### src/tms_map.svh
`ifndef TMS_MAP_SVH
`define TMS_MAP_SVH

// Register offsets (byte addresses)
`define TMS_OFF_CTRL     8'h00
`define TMS_OFF_STAT     8'h04
`define TMS_OFF_DATA     8'h08
`define TMS_OFF_IRQ      8'h0C
`define TMS_OFF_MASK     8'h10

// Control register field positions
`define TMS_CB_RATE_HI   7
`define TMS_CB_EN        6
`define TMS_CB_STA       5
`define TMS_CB_STO       4
`define TMS_CB_SI        3
`define TMS_CB_AA        2
`define TMS_CB_RATE_MID  1
`define TMS_CB_RATE_LO   0

// Status codes
`define TMS_ST_START     8'h08
`define TMS_ST_RSTART    8'h10
`define TMS_ST_AW_ACK    8'h18
`define TMS_ST_AW_NACK   8'h20
`define TMS_ST_D_ACK     8'h28
`define TMS_ST_D_NACK    8'h30
`define TMS_ST_ARB       8'h38
`define TMS_ST_AR_ACK    8'h40
`define TMS_ST_AR_NACK   8'h48
`define TMS_ST_NONE      8'hF8

// Interrupt status bits
`define TMS_IRQ_EVT      0
`define TMS_IRQ_ARB      1
`define TMS_IRQ_STOP     2

// Reset values
`define TMS_CTRL_RST     8'h00
`define TMS_DATA_RST     8'hFF
`define TMS_MASK_RST     3'h0

// Timing: one half of the link clock period at the fastest rate
`define TMS_CLK_NS       10
`define TMS_HALF_NS      1250
`define TMS_HALF_CYC     ((`TMS_HALF_NS + `TMS_CLK_NS - 1) / `TMS_CLK_NS)

`endif

### src/tms_pkg.sv
package tms_pkg;

    typedef enum logic [3:0] {
        TMS_IDLE  = 4'h0,
        TMS_WFREE = 4'h1,
        TMS_ST_A  = 4'h2,
        TMS_ST_B  = 4'h3,
        TMS_ST_C  = 4'h4,
        TMS_BIT_LO = 4'h5,
        TMS_BIT_HI = 4'h6,
        TMS_SP_A  = 4'h7,
        TMS_SP_B  = 4'h8,
        TMS_SP_C  = 4'h9,
        TMS_HOLD  = 4'hA
    } tms_state_t;

    typedef struct packed {
        logic scl;
        logic sda;
    } tms_lines_t;

    typedef struct packed {
        logic scl_o;
        logic scl_oe;
        logic sda_o;
        logic sda_oe;
    } tms_pins_t;

endpackage

### src/tms_twi_master.sv
// Function
// Software asks repeated START: enable 1, start 1, stop 0, flag 0.
// After repeated START report 10h and keep bus ownership.
// At 08h software loads address+write; device sends it, samples acknowledge.
// At 10h address+write is sent with acknowledge, staying in transmit.
// At 10h address+read is sent, then hand-over to receive operation; the code reports 40h or 48h and then starts no further bus action.
// Address+write answered 18h on acknowledge, 20h on not-acknowledge.
// Data byte answered 28h on acknowledge, 30h on not-acknowledge.
// In 18h to 30h a loaded data byte is sent regardless of acknowledge.
// In 18h to 30h start 1 stop 0 gives a repeated START.
// In 18h to 30h stop 1 gives STOP, stop bit then cleared.
// Start and stop both 1 give STOP then START, stop bit cleared.
// Lost arbitration reports 38h; start 0 then releases the bus.
// At 38h start 1 waits for free bus then sends START.
// Each finished step sets the flag, updates status, holds clock low; at 38h the code releases the clock instead, and a finished STOP sets no flag.
// Nothing starts while the flag is set; clearing it starts the action.
// Data writes count only while the flag is set.
`timescale 1ns/1ps
`default_nettype none
`include "tms_map.svh"

module tms_twi_master (
    input  wire logic              clk_i,
    input  wire logic              nrst_i,
    input  wire logic [7:0]        addr_i,
    input  wire logic [7:0]        wdata_i,
    input  wire logic              wr_i,
    input  wire logic              rd_i,
    output logic [7:0]             rdata_o,
    input  wire tms_pkg::tms_lines_t lines_i,
    output tms_pkg::tms_pins_t     pins_o,
    output logic                   irq_o
);

    tms_pkg::tms_state_t state_q, state_d;
    logic [7:0]  status_q, status_d, data_q, data_d, shift_q, shift_d, rdata_q, rdata_d;
    logic [2:0]  rate_q, rate_d, irq_q, irq_d, mask_q, mask_d;
    logic [3:0]  bit_q, bit_d;
    logic [15:0] cnt_q, cnt_d, half_len;
    logic        en_q, en_d, sta_q, sta_d, sto_q, sto_d, si_q, si_d, aa_q, aa_d;
    logic        owner_q, owner_d, is_addr_q, is_addr_d, rw_q, rw_d, busy_q, busy_d;
    logic        scl_oe_q, scl_oe_d, sda_oe_q, sda_oe_d;
    logic        scl_m_q, sda_m_q, scl_s_q, sda_s_q, sda_p_q;
    logic        go, wsta, wsto, hi_st, half_done, ctl_wr;

    // Half period grows with the rate select field
    assign half_len = 16'(`TMS_HALF_CYC * (32'(rate_q) + 32'd1));
    assign hi_st = (state_q == tms_pkg::TMS_ST_B) || (state_q == tms_pkg::TMS_ST_C) ||
                   (state_q == tms_pkg::TMS_BIT_HI) || (state_q == tms_pkg::TMS_SP_B) ||
                   (state_q == tms_pkg::TMS_SP_C);
    assign half_done = (cnt_q == half_len - 16'h0001) && (!hi_st || scl_s_q);
    assign ctl_wr = wr_i && (addr_i == `TMS_OFF_CTRL);
    assign go = ctl_wr && si_q && !wdata_i[`TMS_CB_SI];
    assign wsta = wdata_i[`TMS_CB_STA];
    assign wsto = wdata_i[`TMS_CB_STO];

    always_comb begin
        state_d = state_q;
        status_d = status_q;
        data_d = data_q;
        shift_d = shift_q;
        rate_d = rate_q;
        irq_d = irq_q;
        mask_d = mask_q;
        bit_d = bit_q;
        en_d = en_q;
        sta_d = sta_q;
        sto_d = sto_q;
        si_d = si_q;
        aa_d = aa_q;
        owner_d = owner_q;
        is_addr_d = is_addr_q;
        rw_d = rw_q;
        scl_oe_d = scl_oe_q;
        sda_oe_d = sda_oe_q;
        rdata_d = 8'h00;
        busy_d = busy_q;
        if (scl_s_q && sda_p_q && !sda_s_q) begin
            busy_d = 1'b1;
        end else if (scl_s_q && !sda_p_q && sda_s_q) begin
            busy_d = 1'b0;
        end
        // Register port
        if (ctl_wr) begin
            rate_d = {wdata_i[`TMS_CB_RATE_HI], wdata_i[`TMS_CB_RATE_MID],
                      wdata_i[`TMS_CB_RATE_LO]};
            en_d = wdata_i[`TMS_CB_EN];
            sta_d = wsta;
            sto_d = wsto;
            aa_d = wdata_i[`TMS_CB_AA];
            si_d = si_q && wdata_i[`TMS_CB_SI];
        end
        if (wr_i && (addr_i == `TMS_OFF_DATA) && si_q) begin
            data_d = wdata_i;
        end
        if (wr_i && (addr_i == `TMS_OFF_MASK)) begin
            mask_d = wdata_i[2:0];
        end
        if (rd_i) begin
            case (addr_i)
                `TMS_OFF_CTRL: rdata_d = {rate_q[2], en_q, sta_q, sto_q, si_q, aa_q, rate_q[1:0]};
                `TMS_OFF_STAT: rdata_d = status_q;
                `TMS_OFF_DATA: rdata_d = data_q;
                `TMS_OFF_IRQ:  rdata_d = {5'h00, irq_q};
                `TMS_OFF_MASK: rdata_d = {5'h00, mask_q};
                default:       rdata_d = 8'h00;
            endcase
            if (addr_i == `TMS_OFF_IRQ) begin
                irq_d = 3'h0;
            end
        end
        // Bus sequencer
        case (state_q)
            tms_pkg::TMS_IDLE: begin
                scl_oe_d = 1'b0;
                sda_oe_d = 1'b0;
                if (en_q && sta_q && !si_q) begin
                    state_d = tms_pkg::TMS_WFREE;
                end
            end
            tms_pkg::TMS_WFREE: begin
                if (!busy_q) begin
                    state_d = tms_pkg::TMS_ST_B;
                end
            end
            tms_pkg::TMS_ST_A: begin
                scl_oe_d = 1'b1;
                sda_oe_d = 1'b0;
                if (half_done) state_d = tms_pkg::TMS_ST_B;
            end
            tms_pkg::TMS_ST_B: begin
                scl_oe_d = 1'b0;
                if (half_done) state_d = tms_pkg::TMS_ST_C;
            end
            tms_pkg::TMS_ST_C: begin
                sda_oe_d = 1'b1;
                if (half_done) begin
                    status_d = owner_q ? `TMS_ST_RSTART : `TMS_ST_START;
                    owner_d = 1'b1;
                    si_d = 1'b1;
                    irq_d[`TMS_IRQ_EVT] = 1'b1;
                    state_d = tms_pkg::TMS_HOLD;
                end
            end
            tms_pkg::TMS_BIT_LO: begin
                scl_oe_d = 1'b1;
                // Data moves only once the clock is already pulled low
                if (scl_oe_q) begin
                    sda_oe_d = (bit_q != 4'h8) && !shift_q[7];
                end
                if (half_done) state_d = tms_pkg::TMS_BIT_HI;
            end
            tms_pkg::TMS_BIT_HI: begin
                scl_oe_d = 1'b0;
                if (half_done) begin
                    if (bit_q != 4'h8 && !sda_oe_q && !sda_s_q) begin
                        status_d = `TMS_ST_ARB;
                        si_d = 1'b1;
                        owner_d = 1'b0;
                        irq_d[`TMS_IRQ_EVT] = 1'b1;
                        irq_d[`TMS_IRQ_ARB] = 1'b1;
                        sda_oe_d = 1'b0;
                        state_d = tms_pkg::TMS_HOLD;
                    end else if (bit_q != 4'h8) begin
                        shift_d = {shift_q[6:0], 1'b1};
                        bit_d = bit_q + 4'h1;
                        state_d = tms_pkg::TMS_BIT_LO;
                    end else begin
                        if (!is_addr_q) begin
                            status_d = sda_s_q ? `TMS_ST_D_NACK : `TMS_ST_D_ACK;
                        end else if (rw_q) begin
                            status_d = sda_s_q ? `TMS_ST_AR_NACK : `TMS_ST_AR_ACK;
                        end else begin
                            status_d = sda_s_q ? `TMS_ST_AW_NACK : `TMS_ST_AW_ACK;
                        end
                        si_d = 1'b1;
                        irq_d[`TMS_IRQ_EVT] = 1'b1;
                        state_d = tms_pkg::TMS_HOLD;
                    end
                end
            end
            tms_pkg::TMS_SP_A: begin
                scl_oe_d = 1'b1;
                sda_oe_d = 1'b1;
                if (half_done) state_d = tms_pkg::TMS_SP_B;
            end
            tms_pkg::TMS_SP_B: begin
                scl_oe_d = 1'b0;
                if (half_done) state_d = tms_pkg::TMS_SP_C;
            end
            tms_pkg::TMS_SP_C: begin
                sda_oe_d = 1'b0;
                if (half_done) begin
                    sto_d = 1'b0;
                    owner_d = 1'b0;
                    status_d = `TMS_ST_NONE;
                    irq_d[`TMS_IRQ_STOP] = 1'b1;
                    state_d = sta_q ? tms_pkg::TMS_ST_B : tms_pkg::TMS_IDLE;
                end
            end
            tms_pkg::TMS_HOLD: begin
                scl_oe_d = (status_q != `TMS_ST_ARB);
                if (go) begin
                    if (status_q == `TMS_ST_ARB) begin
                        state_d = wsta ? tms_pkg::TMS_WFREE : tms_pkg::TMS_IDLE;
                    end else if (status_q >= `TMS_ST_AW_ACK && status_q <= `TMS_ST_D_NACK &&
                                 (wsta || wsto)) begin
                        state_d = wsto ? tms_pkg::TMS_SP_A : tms_pkg::TMS_ST_A;
                    end else if (status_q == `TMS_ST_START || status_q == `TMS_ST_RSTART) begin
                        shift_d = data_q;
                        rw_d = data_q[0];
                        is_addr_d = 1'b1;
                        bit_d = 4'h0;
                        state_d = tms_pkg::TMS_BIT_LO;
                    end else if (status_q >= `TMS_ST_AW_ACK && status_q <= `TMS_ST_D_NACK) begin
                        shift_d = data_q;
                        is_addr_d = 1'b0;
                        bit_d = 4'h0;
                        state_d = tms_pkg::TMS_BIT_LO;
                    end
                end
            end
            default: state_d = tms_pkg::TMS_IDLE;
        endcase
        if (!en_q) begin
            // A disabled unit stops tracking bus ownership
            state_d = tms_pkg::TMS_IDLE;
            owner_d = 1'b0;
            busy_d = 1'b0;
            scl_oe_d = 1'b0;
            sda_oe_d = 1'b0;
        end
        if (state_d != state_q) begin
            cnt_d = 16'h0000;
        end else if (hi_st && !scl_s_q) begin
            cnt_d = cnt_q;
        end else begin
            cnt_d = cnt_q + 16'h0001;
        end
    end

    always_ff @(posedge clk_i) begin
        if (!nrst_i) begin
            state_q <= tms_pkg::TMS_IDLE;
            status_q <= `TMS_ST_NONE;
            data_q <= `TMS_DATA_RST;
            shift_q <= `TMS_DATA_RST;
            rdata_q <= 8'h00;
            {rate_q[2], en_q, sta_q, sto_q, si_q, aa_q, rate_q[1:0]} <= `TMS_CTRL_RST;
            irq_q <= 3'h0;
            mask_q <= `TMS_MASK_RST;
            bit_q <= 4'h0;
            cnt_q <= 16'h0000;
            {owner_q, is_addr_q, rw_q, busy_q, scl_oe_q, sda_oe_q} <= 6'h00;
            {scl_m_q, sda_m_q, scl_s_q, sda_s_q, sda_p_q} <= 5'h1F;
        end else begin
            state_q <= state_d;
            status_q <= status_d;
            data_q <= data_d;
            shift_q <= shift_d;
            rdata_q <= rdata_d;
            {rate_q, en_q, sta_q, sto_q, si_q, aa_q} <= {rate_d, en_d, sta_d, sto_d, si_d, aa_d};
            irq_q <= irq_d;
            mask_q <= mask_d;
            bit_q <= bit_d;
            cnt_q <= cnt_d;
            {owner_q, is_addr_q, rw_q, busy_q} <= {owner_d, is_addr_d, rw_d, busy_d};
            {scl_oe_q, sda_oe_q} <= {scl_oe_d, sda_oe_d};
            {scl_m_q, sda_m_q} <= {lines_i.scl, lines_i.sda};
            {scl_s_q, sda_s_q, sda_p_q} <= {scl_m_q, sda_m_q, sda_s_q};
        end
    end

    assign rdata_o = rdata_q;
    assign pins_o = '{scl_o: 1'b0, scl_oe: scl_oe_q, sda_o: 1'b0, sda_oe: sda_oe_q};
    assign irq_o = |(irq_q & mask_q);
endmodule

`default_nettype wire

### config.mk
export PLATFORM = sky130hd
export DESIGN_NAME = tms_twi_master
export DESIGN_NICKNAME = d
export VERILOG_FILES = /design/src/tms_pkg.sv /design/src/tms_twi_master.sv
export VERILOG_INCLUDE_DIRS = /design/src
export SDC_FILE = /design/constraint.sdc
export NUM_CORES = 1
export LEC_CHECK = 0
export BUFFER_PORTS_ARGS = -buffer_cell sky130_fd_sc_hd__buf_4
export CAP_MARGIN = 0
export CORE_AREA = 2 2 124 126
export DETAILED_ROUTE_END_ITERATION = 6
export DIE_AREA = 0 0 126 128
export PLACE_DENSITY = 0.51
export SLEW_MARGIN = 30
export SYNTH_ARGS = -nofsm -noshare
export SYNTH_HDL_FRONTEND = slang
export SYNTH_SLANG_ARGS = --single-unit
### constraint.sdc
create_clock -name clk_i -period 8.8 [get_ports clk_i]
set_input_delay 0.88 -clock clk_i [delete_from_list [all_inputs] [get_ports clk_i]]
set_output_delay 0.88 -clock clk_i [all_outputs]
set_load 0.01 [all_outputs]
# ---- After elaboration in Yosys (flattened, before gate mapping)
# Cells that the tools add are included.
dict set report totals {
  register_bits 81
  latch_bits 0
  mem_bits_rw 0
  romBits 0
  in_bits 22
  out_inout_bits 13
  elab_cells 212
  n_memories 0
}
dict set report op_classes {
  addsub 4
  n_mul 1
  n_div 0
  order_cmp 2
  eq_ne 33
  shifts 0
  mux 85
  n_bitwise 4
  n_reduce_logical 57
}
# cell count
set ops {}
lappend ops {{two-way mux 8 bit} 14}
lappend ops {{two-way mux 4 bit} 27}
lappend ops {{one-hot mux 4 bit (11 select lines)} 1}
lappend ops {{one-hot mux 8 bit (5 select lines)} 1}
lappend ops {{two-way mux 1 bit} 25}
lappend ops {{equality test 8 x 4 -> 1 bit (second input constant)} 3}
lappend ops {{one-hot mux 8 bit (3 select lines)} 1}
lappend ops {{logical AND 1 bit} 20}
lappend ops {{AND reduction 5 bit} 4}
lappend ops {{adder 16 x 1 -> 16 bit (second input constant)} 1}
lappend ops {{equality test 16 bit} 1}
lappend ops {{equality test 4 x 3 -> 1 bit (second input constant)} 4}
lappend ops {{equality test 8 x 5 -> 1 bit (second input constant)} 2}
lappend ops {{inequality test 2 bit (second input constant)} 8}
lappend ops {{one-hot mux 8 bit (2 select lines)} 1}
lappend ops {{equality test 4 bit (second input constant)} 3}
lappend ops {{subtractor 11 x 1 -> 12 bit (second input constant)} 1}
lappend ops {{multiplier 7 x 4 -> 11 bit (first input constant)} 1}
lappend ops {{two-way mux 5 bit} 2}
lappend ops {{two-way mux 3 bit} 3}
lappend ops {{OR reduction 3 bit} 3}
lappend ops {{equality test 4 x 2 -> 1 bit (second input constant)} 2}
lappend ops {{equality test 8 x 3 -> 1 bit (second input constant)} 1}
lappend ops {{equality test 8 x 6 -> 1 bit (second input constant)} 1}
lappend ops {{32 further kinds} 56}

# ---- Depth between registers and ports, before layout
dict set report logic_depth {
  ltp_word 13
  mapped_depth 19
  ltp_nobuf 16
}

# ---- Least setup slack after synthesis
# Ideal clock, no wire load.
dict set report synth_path {
  kind {reg2reg}
  from {reg rate_q[0]}
  to {reg cnt_q[7]}
  setup_ns 0.115
  arrival_time_ns 4.940
  required_time_ns 8.685
  path_slack_ns 3.745
  path_stages_with_launch 19
  n_path_buf 3
  period_less_slack_ns 5.055
  cell_sequence {dfxtp_1 -> buf_4 -> inv_1 -> ha_1 -> clkbuf_1 -> inv_1 -> fa_1 -> inv_1 -> fa_1 -> ha_1 -> or2_2 -> a21oi_1 -> a21oi_4 -> xnor2_1 -> or4b_4 -> a211o_1 -> o221ai_2 -> buf_6 -> nor2_2}
}
dict set report synth_via {
  elab_chain_len 10
  word_cells_on_any_way 17
  cone_classes {add/sub: 2; mul: 1; eq/ne: 2; mux: 10; reduce/logical: 2}
}
# element line
set synth_lines {}
lappend synth_lines {{start: declaration} tms_twi_master.sv:37} ;# logic [2:0] rate_q, rate_d, irq_q, irq_d, mask_q, mask_d;
lappend synth_lines {{start signal: assignment} tms_twi_master.sv:249} ;# {rate_q[2], en_q, sta_q, sto_q, si_q, aa_q, rate_q[1:0]} <= `TMS_CTRL_RST;
lappend synth_lines {{start signal: assignment} tms_twi_master.sv:262} ;# {rate_q, en_q, sta_q, sto_q, si_q, aa_q} <= {rate_d, en_d, sta_d, sto_d, si_d, aa_d};
lappend synth_lines {{adder 3 x 1 -> 4 bit *} tms_twi_master.sv:47} ;# assign half_len = 16'(`TMS_HALF_CYC * (32'(rate_q) + 32'd1));
lappend synth_lines {{multiplier 7 x 4 -> 11 bit (no source line) *} n/a}
lappend synth_lines {{subtractor 11 x 1 -> 12 bit *} tms_twi_master.sv:51} ;# assign half_done = (cnt_q == half_len - 16'h0001) && (!hi_st || scl_s_q);
lappend synth_lines {{equality test 16 bit *} tms_twi_master.sv:51}
lappend synth_lines {{logical AND 1 bit *} tms_twi_master.sv:51}
lappend synth_lines {{two-way mux 4 bit (tied with other cells)} tms_twi_master.sv:193} ;# if (half_done) begin
lappend synth_lines {{one-hot mux 4 bit (11 select lines) *} tms_twi_master.sv:113} ;# case (state_q)
lappend synth_lines {{two-way mux 4 bit *} tms_twi_master.sv:225} ;# if (!en_q) begin
lappend synth_lines {{inequality test 4 bit *} tms_twi_master.sv:233} ;# if (state_d != state_q) begin
lappend synth_lines {{OR reduction 2 bit (no source line) *} n/a}
lappend synth_lines {{end signal: assignment} tms_twi_master.sv:266} ;# cnt_q <= cnt_d;
lappend synth_lines {{end: declaration} tms_twi_master.sv:39} ;# logic [15:0] cnt_q, cnt_d, half_len;
# Mark *: on every way between the ends. The rest lies on a longest branch, timed or not.
# A chain may end at the register's enable or synchronous reset.

# ---- Worst setup path in the final report
# Ends and elaborated chain as after synthesis.

==> metrics.yaml <==
cts_made_buffers: 9
yosysSeqAreaShare_pct: 31.0
crit_type: "reg2reg"
dp.final_hpwl_mm: 9.90
cp_max_fo: 12
h-tree-depth: 3
worstPathArrival_ns: 5.96
rows: 45
fin_tns_setup_ns: 0
yosysTopAreaCell: "dfxtp_1"
pin_count: 35
io_buffers: 32
syn2layout_area_growth_pct: 12.8
slowest_delay_ns: 0.68
drv_slew: 0
synthArstFlopShare_pct: 0
track_usage_pct: 16.7
wl_mm: 13.2
end_kind: "flip-flop"
ys_top_cells_by_area: "dfxtp_1, ha_1, mux2i_1, nor2_1, a21oi_1"
synth_warnings: 0
hold_buffers: 0
cts_tree: "done"
dr_total_vias: 4388
synth.most_common_cell: "dfxtp_1"
nFillCells: 1529
cts-root-buf: "clkbuf_16"
cts_sinks: 78
instances_no_fill: 822
grt_max_degree: 39
timing.final.hold_violations: 0
crit_chain: "inv_1 -> ha_1 -> inv_1 -> fa_1 -> inv_1 -> fa_1 -> ha_1 -> or2_2 -> a21oi_1 -> a21oi_4 -> xnor2_1 -> or4b_4 -> a211o_1 -> o221ai_2 -> buf_6 -> nor2_2"
start_util_pct: 33.9
fin_crit_ns: 5.73
wl_per_cell_um: 16.0
hold_class: "reg2reg"
gp_congestion: 0.896
fin_crit_sh_pct: 65.1
required_ns: 9.03
dp_cells: 805
post_cts_buffers: 0
coreArea_um2: 14900
synth_top_area_share_pct: 31.0
cap_violations: 0
grt_setup_unrepaired: "false"
die_area_um2: 16100
setup_viol: 0
worst_slack_ns: 3.07
grt_pass1_wl_mm: 21.6
yosysUniqueCellTypes: 71
drc: 0
cts_resized: 0
p_leak_nw: 2.12
synthCells: 618
clock.fmax_ghz: 0.175
slew_headroom_pct: 43.5
avgViaCountPerCell: 5.34
netlist_top_cells_count: "dfxtp_1, nor2_1, nand2_1, a21oi_1, mux2i_1"
worst_slew_pin_slew_ns: 0.843
drt_first_iter_violations: 305
grt_pass1_vias: 4202
ant_nets: 0
slowest_stage: "dfxtp_1"
skew_ns: 0.00885
avgSynthCellArea_um2: 8.16
ys_ff_latch: 78
crit_path_frequent_cell: "inv_1"
place_ws_ns: 2.83
fin_nets: 679
netlist_area_um2: 5040
synth_edf_count: 0
outcome: "complete, no violations"
layout-drive-gt1-share_pct: 12.6
grt_overflow: 0
dr.pass1.iters: 5
fp.dieH_um: 128
insertion_delay_ns: 0.34
ys.flop_type: "dfxtp_1"
num_antenna_cells: 0
cts_buffer_depth: 2
cp-start-kind: "flip-flop"
grt_antenna_before_repair: 0
ir_drop_uv: 114
power_density_nw_per_um2: 137
die_x_um: 126
clkTransAtPathRegs_ns: 0.06
[kinds of logic (layout without fill, tap and decap cells)]
| family | count (synthesis) | in the layout | share of synthesized area, % |
|---|---|---|---|
| flops | 78 | 78 | 31.0 |
| buf+inv | 65 | 80 | 5.58 |
| fa+ha+maj | 28 | 28 | 7.69 |
| other cells | 1 | 2 | 0.0743 |
| simple gates | 242 | 242 | 23.8 |
| xor+xnor | 37 | 37 | 7.17 |
| compound gates | 139 | 139 | 19.2 |
| mux | 28 | 28 | 5.56 |
[critical path, delay by kind of cell, from the launching register on]
kind,cells,cell delay [ns]
fa+ha+maj,4,1.82
compound gates,4,1.23
simple gates,3,0.96
buf+inv,4,0.77
flops,1,0.68
xor+xnor,1,0.15
[final timing paths]
kind                  start  slack, ns  depth (start not counted)        to
setup reg to reg  rate_q[0]       3.07                         16  cnt_q[7]
setup / recovery  rate_q[0]       3.07                         16  cnt_q[7]
hold reg to reg     scl_m_q       0.40                          1   scl_s_q
hold / removal      scl_m_q       0.40                          1   scl_s_q
[layout by cell type, fill, tap and decap left out, types with 5 or more instances in the layout]
cell type / instances
nand2_1: 56
o211ai_1: 6
a211oi_1: 5
nor2_2: 10
xnor2_1: 23
nor3_1: 26
nand2b_1: 12
a221oi_1: 6
mux2i_1: 28
buf_4: 36
clkbuf_16: 9
nor2b_1: 5
xor2_1: 12
a21oi_1: 47
inv_1: 27
o22a_1: 5
a31oi_1: 12
dfxtp_1: 78
nor2_1: 65
nand3_1: 23
and3_1: 8
o21ai_0: 17
nand4_1: 7
fa_1: 5
ha_1: 23
[power breakdown]
group / leakage, nW / internal, W / switching [W]
clock network: 0.148 / 0.000224 / 0.000160
logic: 1.34 / 0.0000155 / 0.0000209
registers: 0.631 / 0.000355 / 0.00000256
[layer usage]
metal  share of wire [%]  global-route usage (%)
met1                  47                    21.8
met2                  47                    27.2
met3                 3.3                    3.80
met4                 2.8                    6.01
met5                   0                       0
[metrics by stage]
stage          hold WS, ns  power [W]  util (%)  area, um^2
2_1_floorplan        0.386   0.000387         -        5050
3_3_place_gp         0.391   0.000401      36.2        5370
3_5_place_dp         0.391   0.000401      36.2        5370
4_1_cts              0.406   0.000789      38.2        5680
5_1_grt              0.421   0.000810      38.3        5690
6_report             0.404   0.000778      38.3        5690
[final cells by class]
type,count,area (um^2),share of cell area [%]
inverter,27,101,1.78
clock buffer,9,225,3.96
tap,188,235,4.13
timing repair buffer,37,282,4.95
clock inverter,7,80.1,1.41
sequential,78,1560,27.4
multi-input combinational,476,3210,56.3
[state kept, by name, indices dropped and copies added, names as in the netlist, 3 cells and up]
register,count
bit_q,4
cnt_q,16
data_q,8
irq_q,3
mask_q,3
rate_q,3
rdata_o,8
shift_q,8
state_q,4
status_q,5
Power figures use the tool's default switching activity.
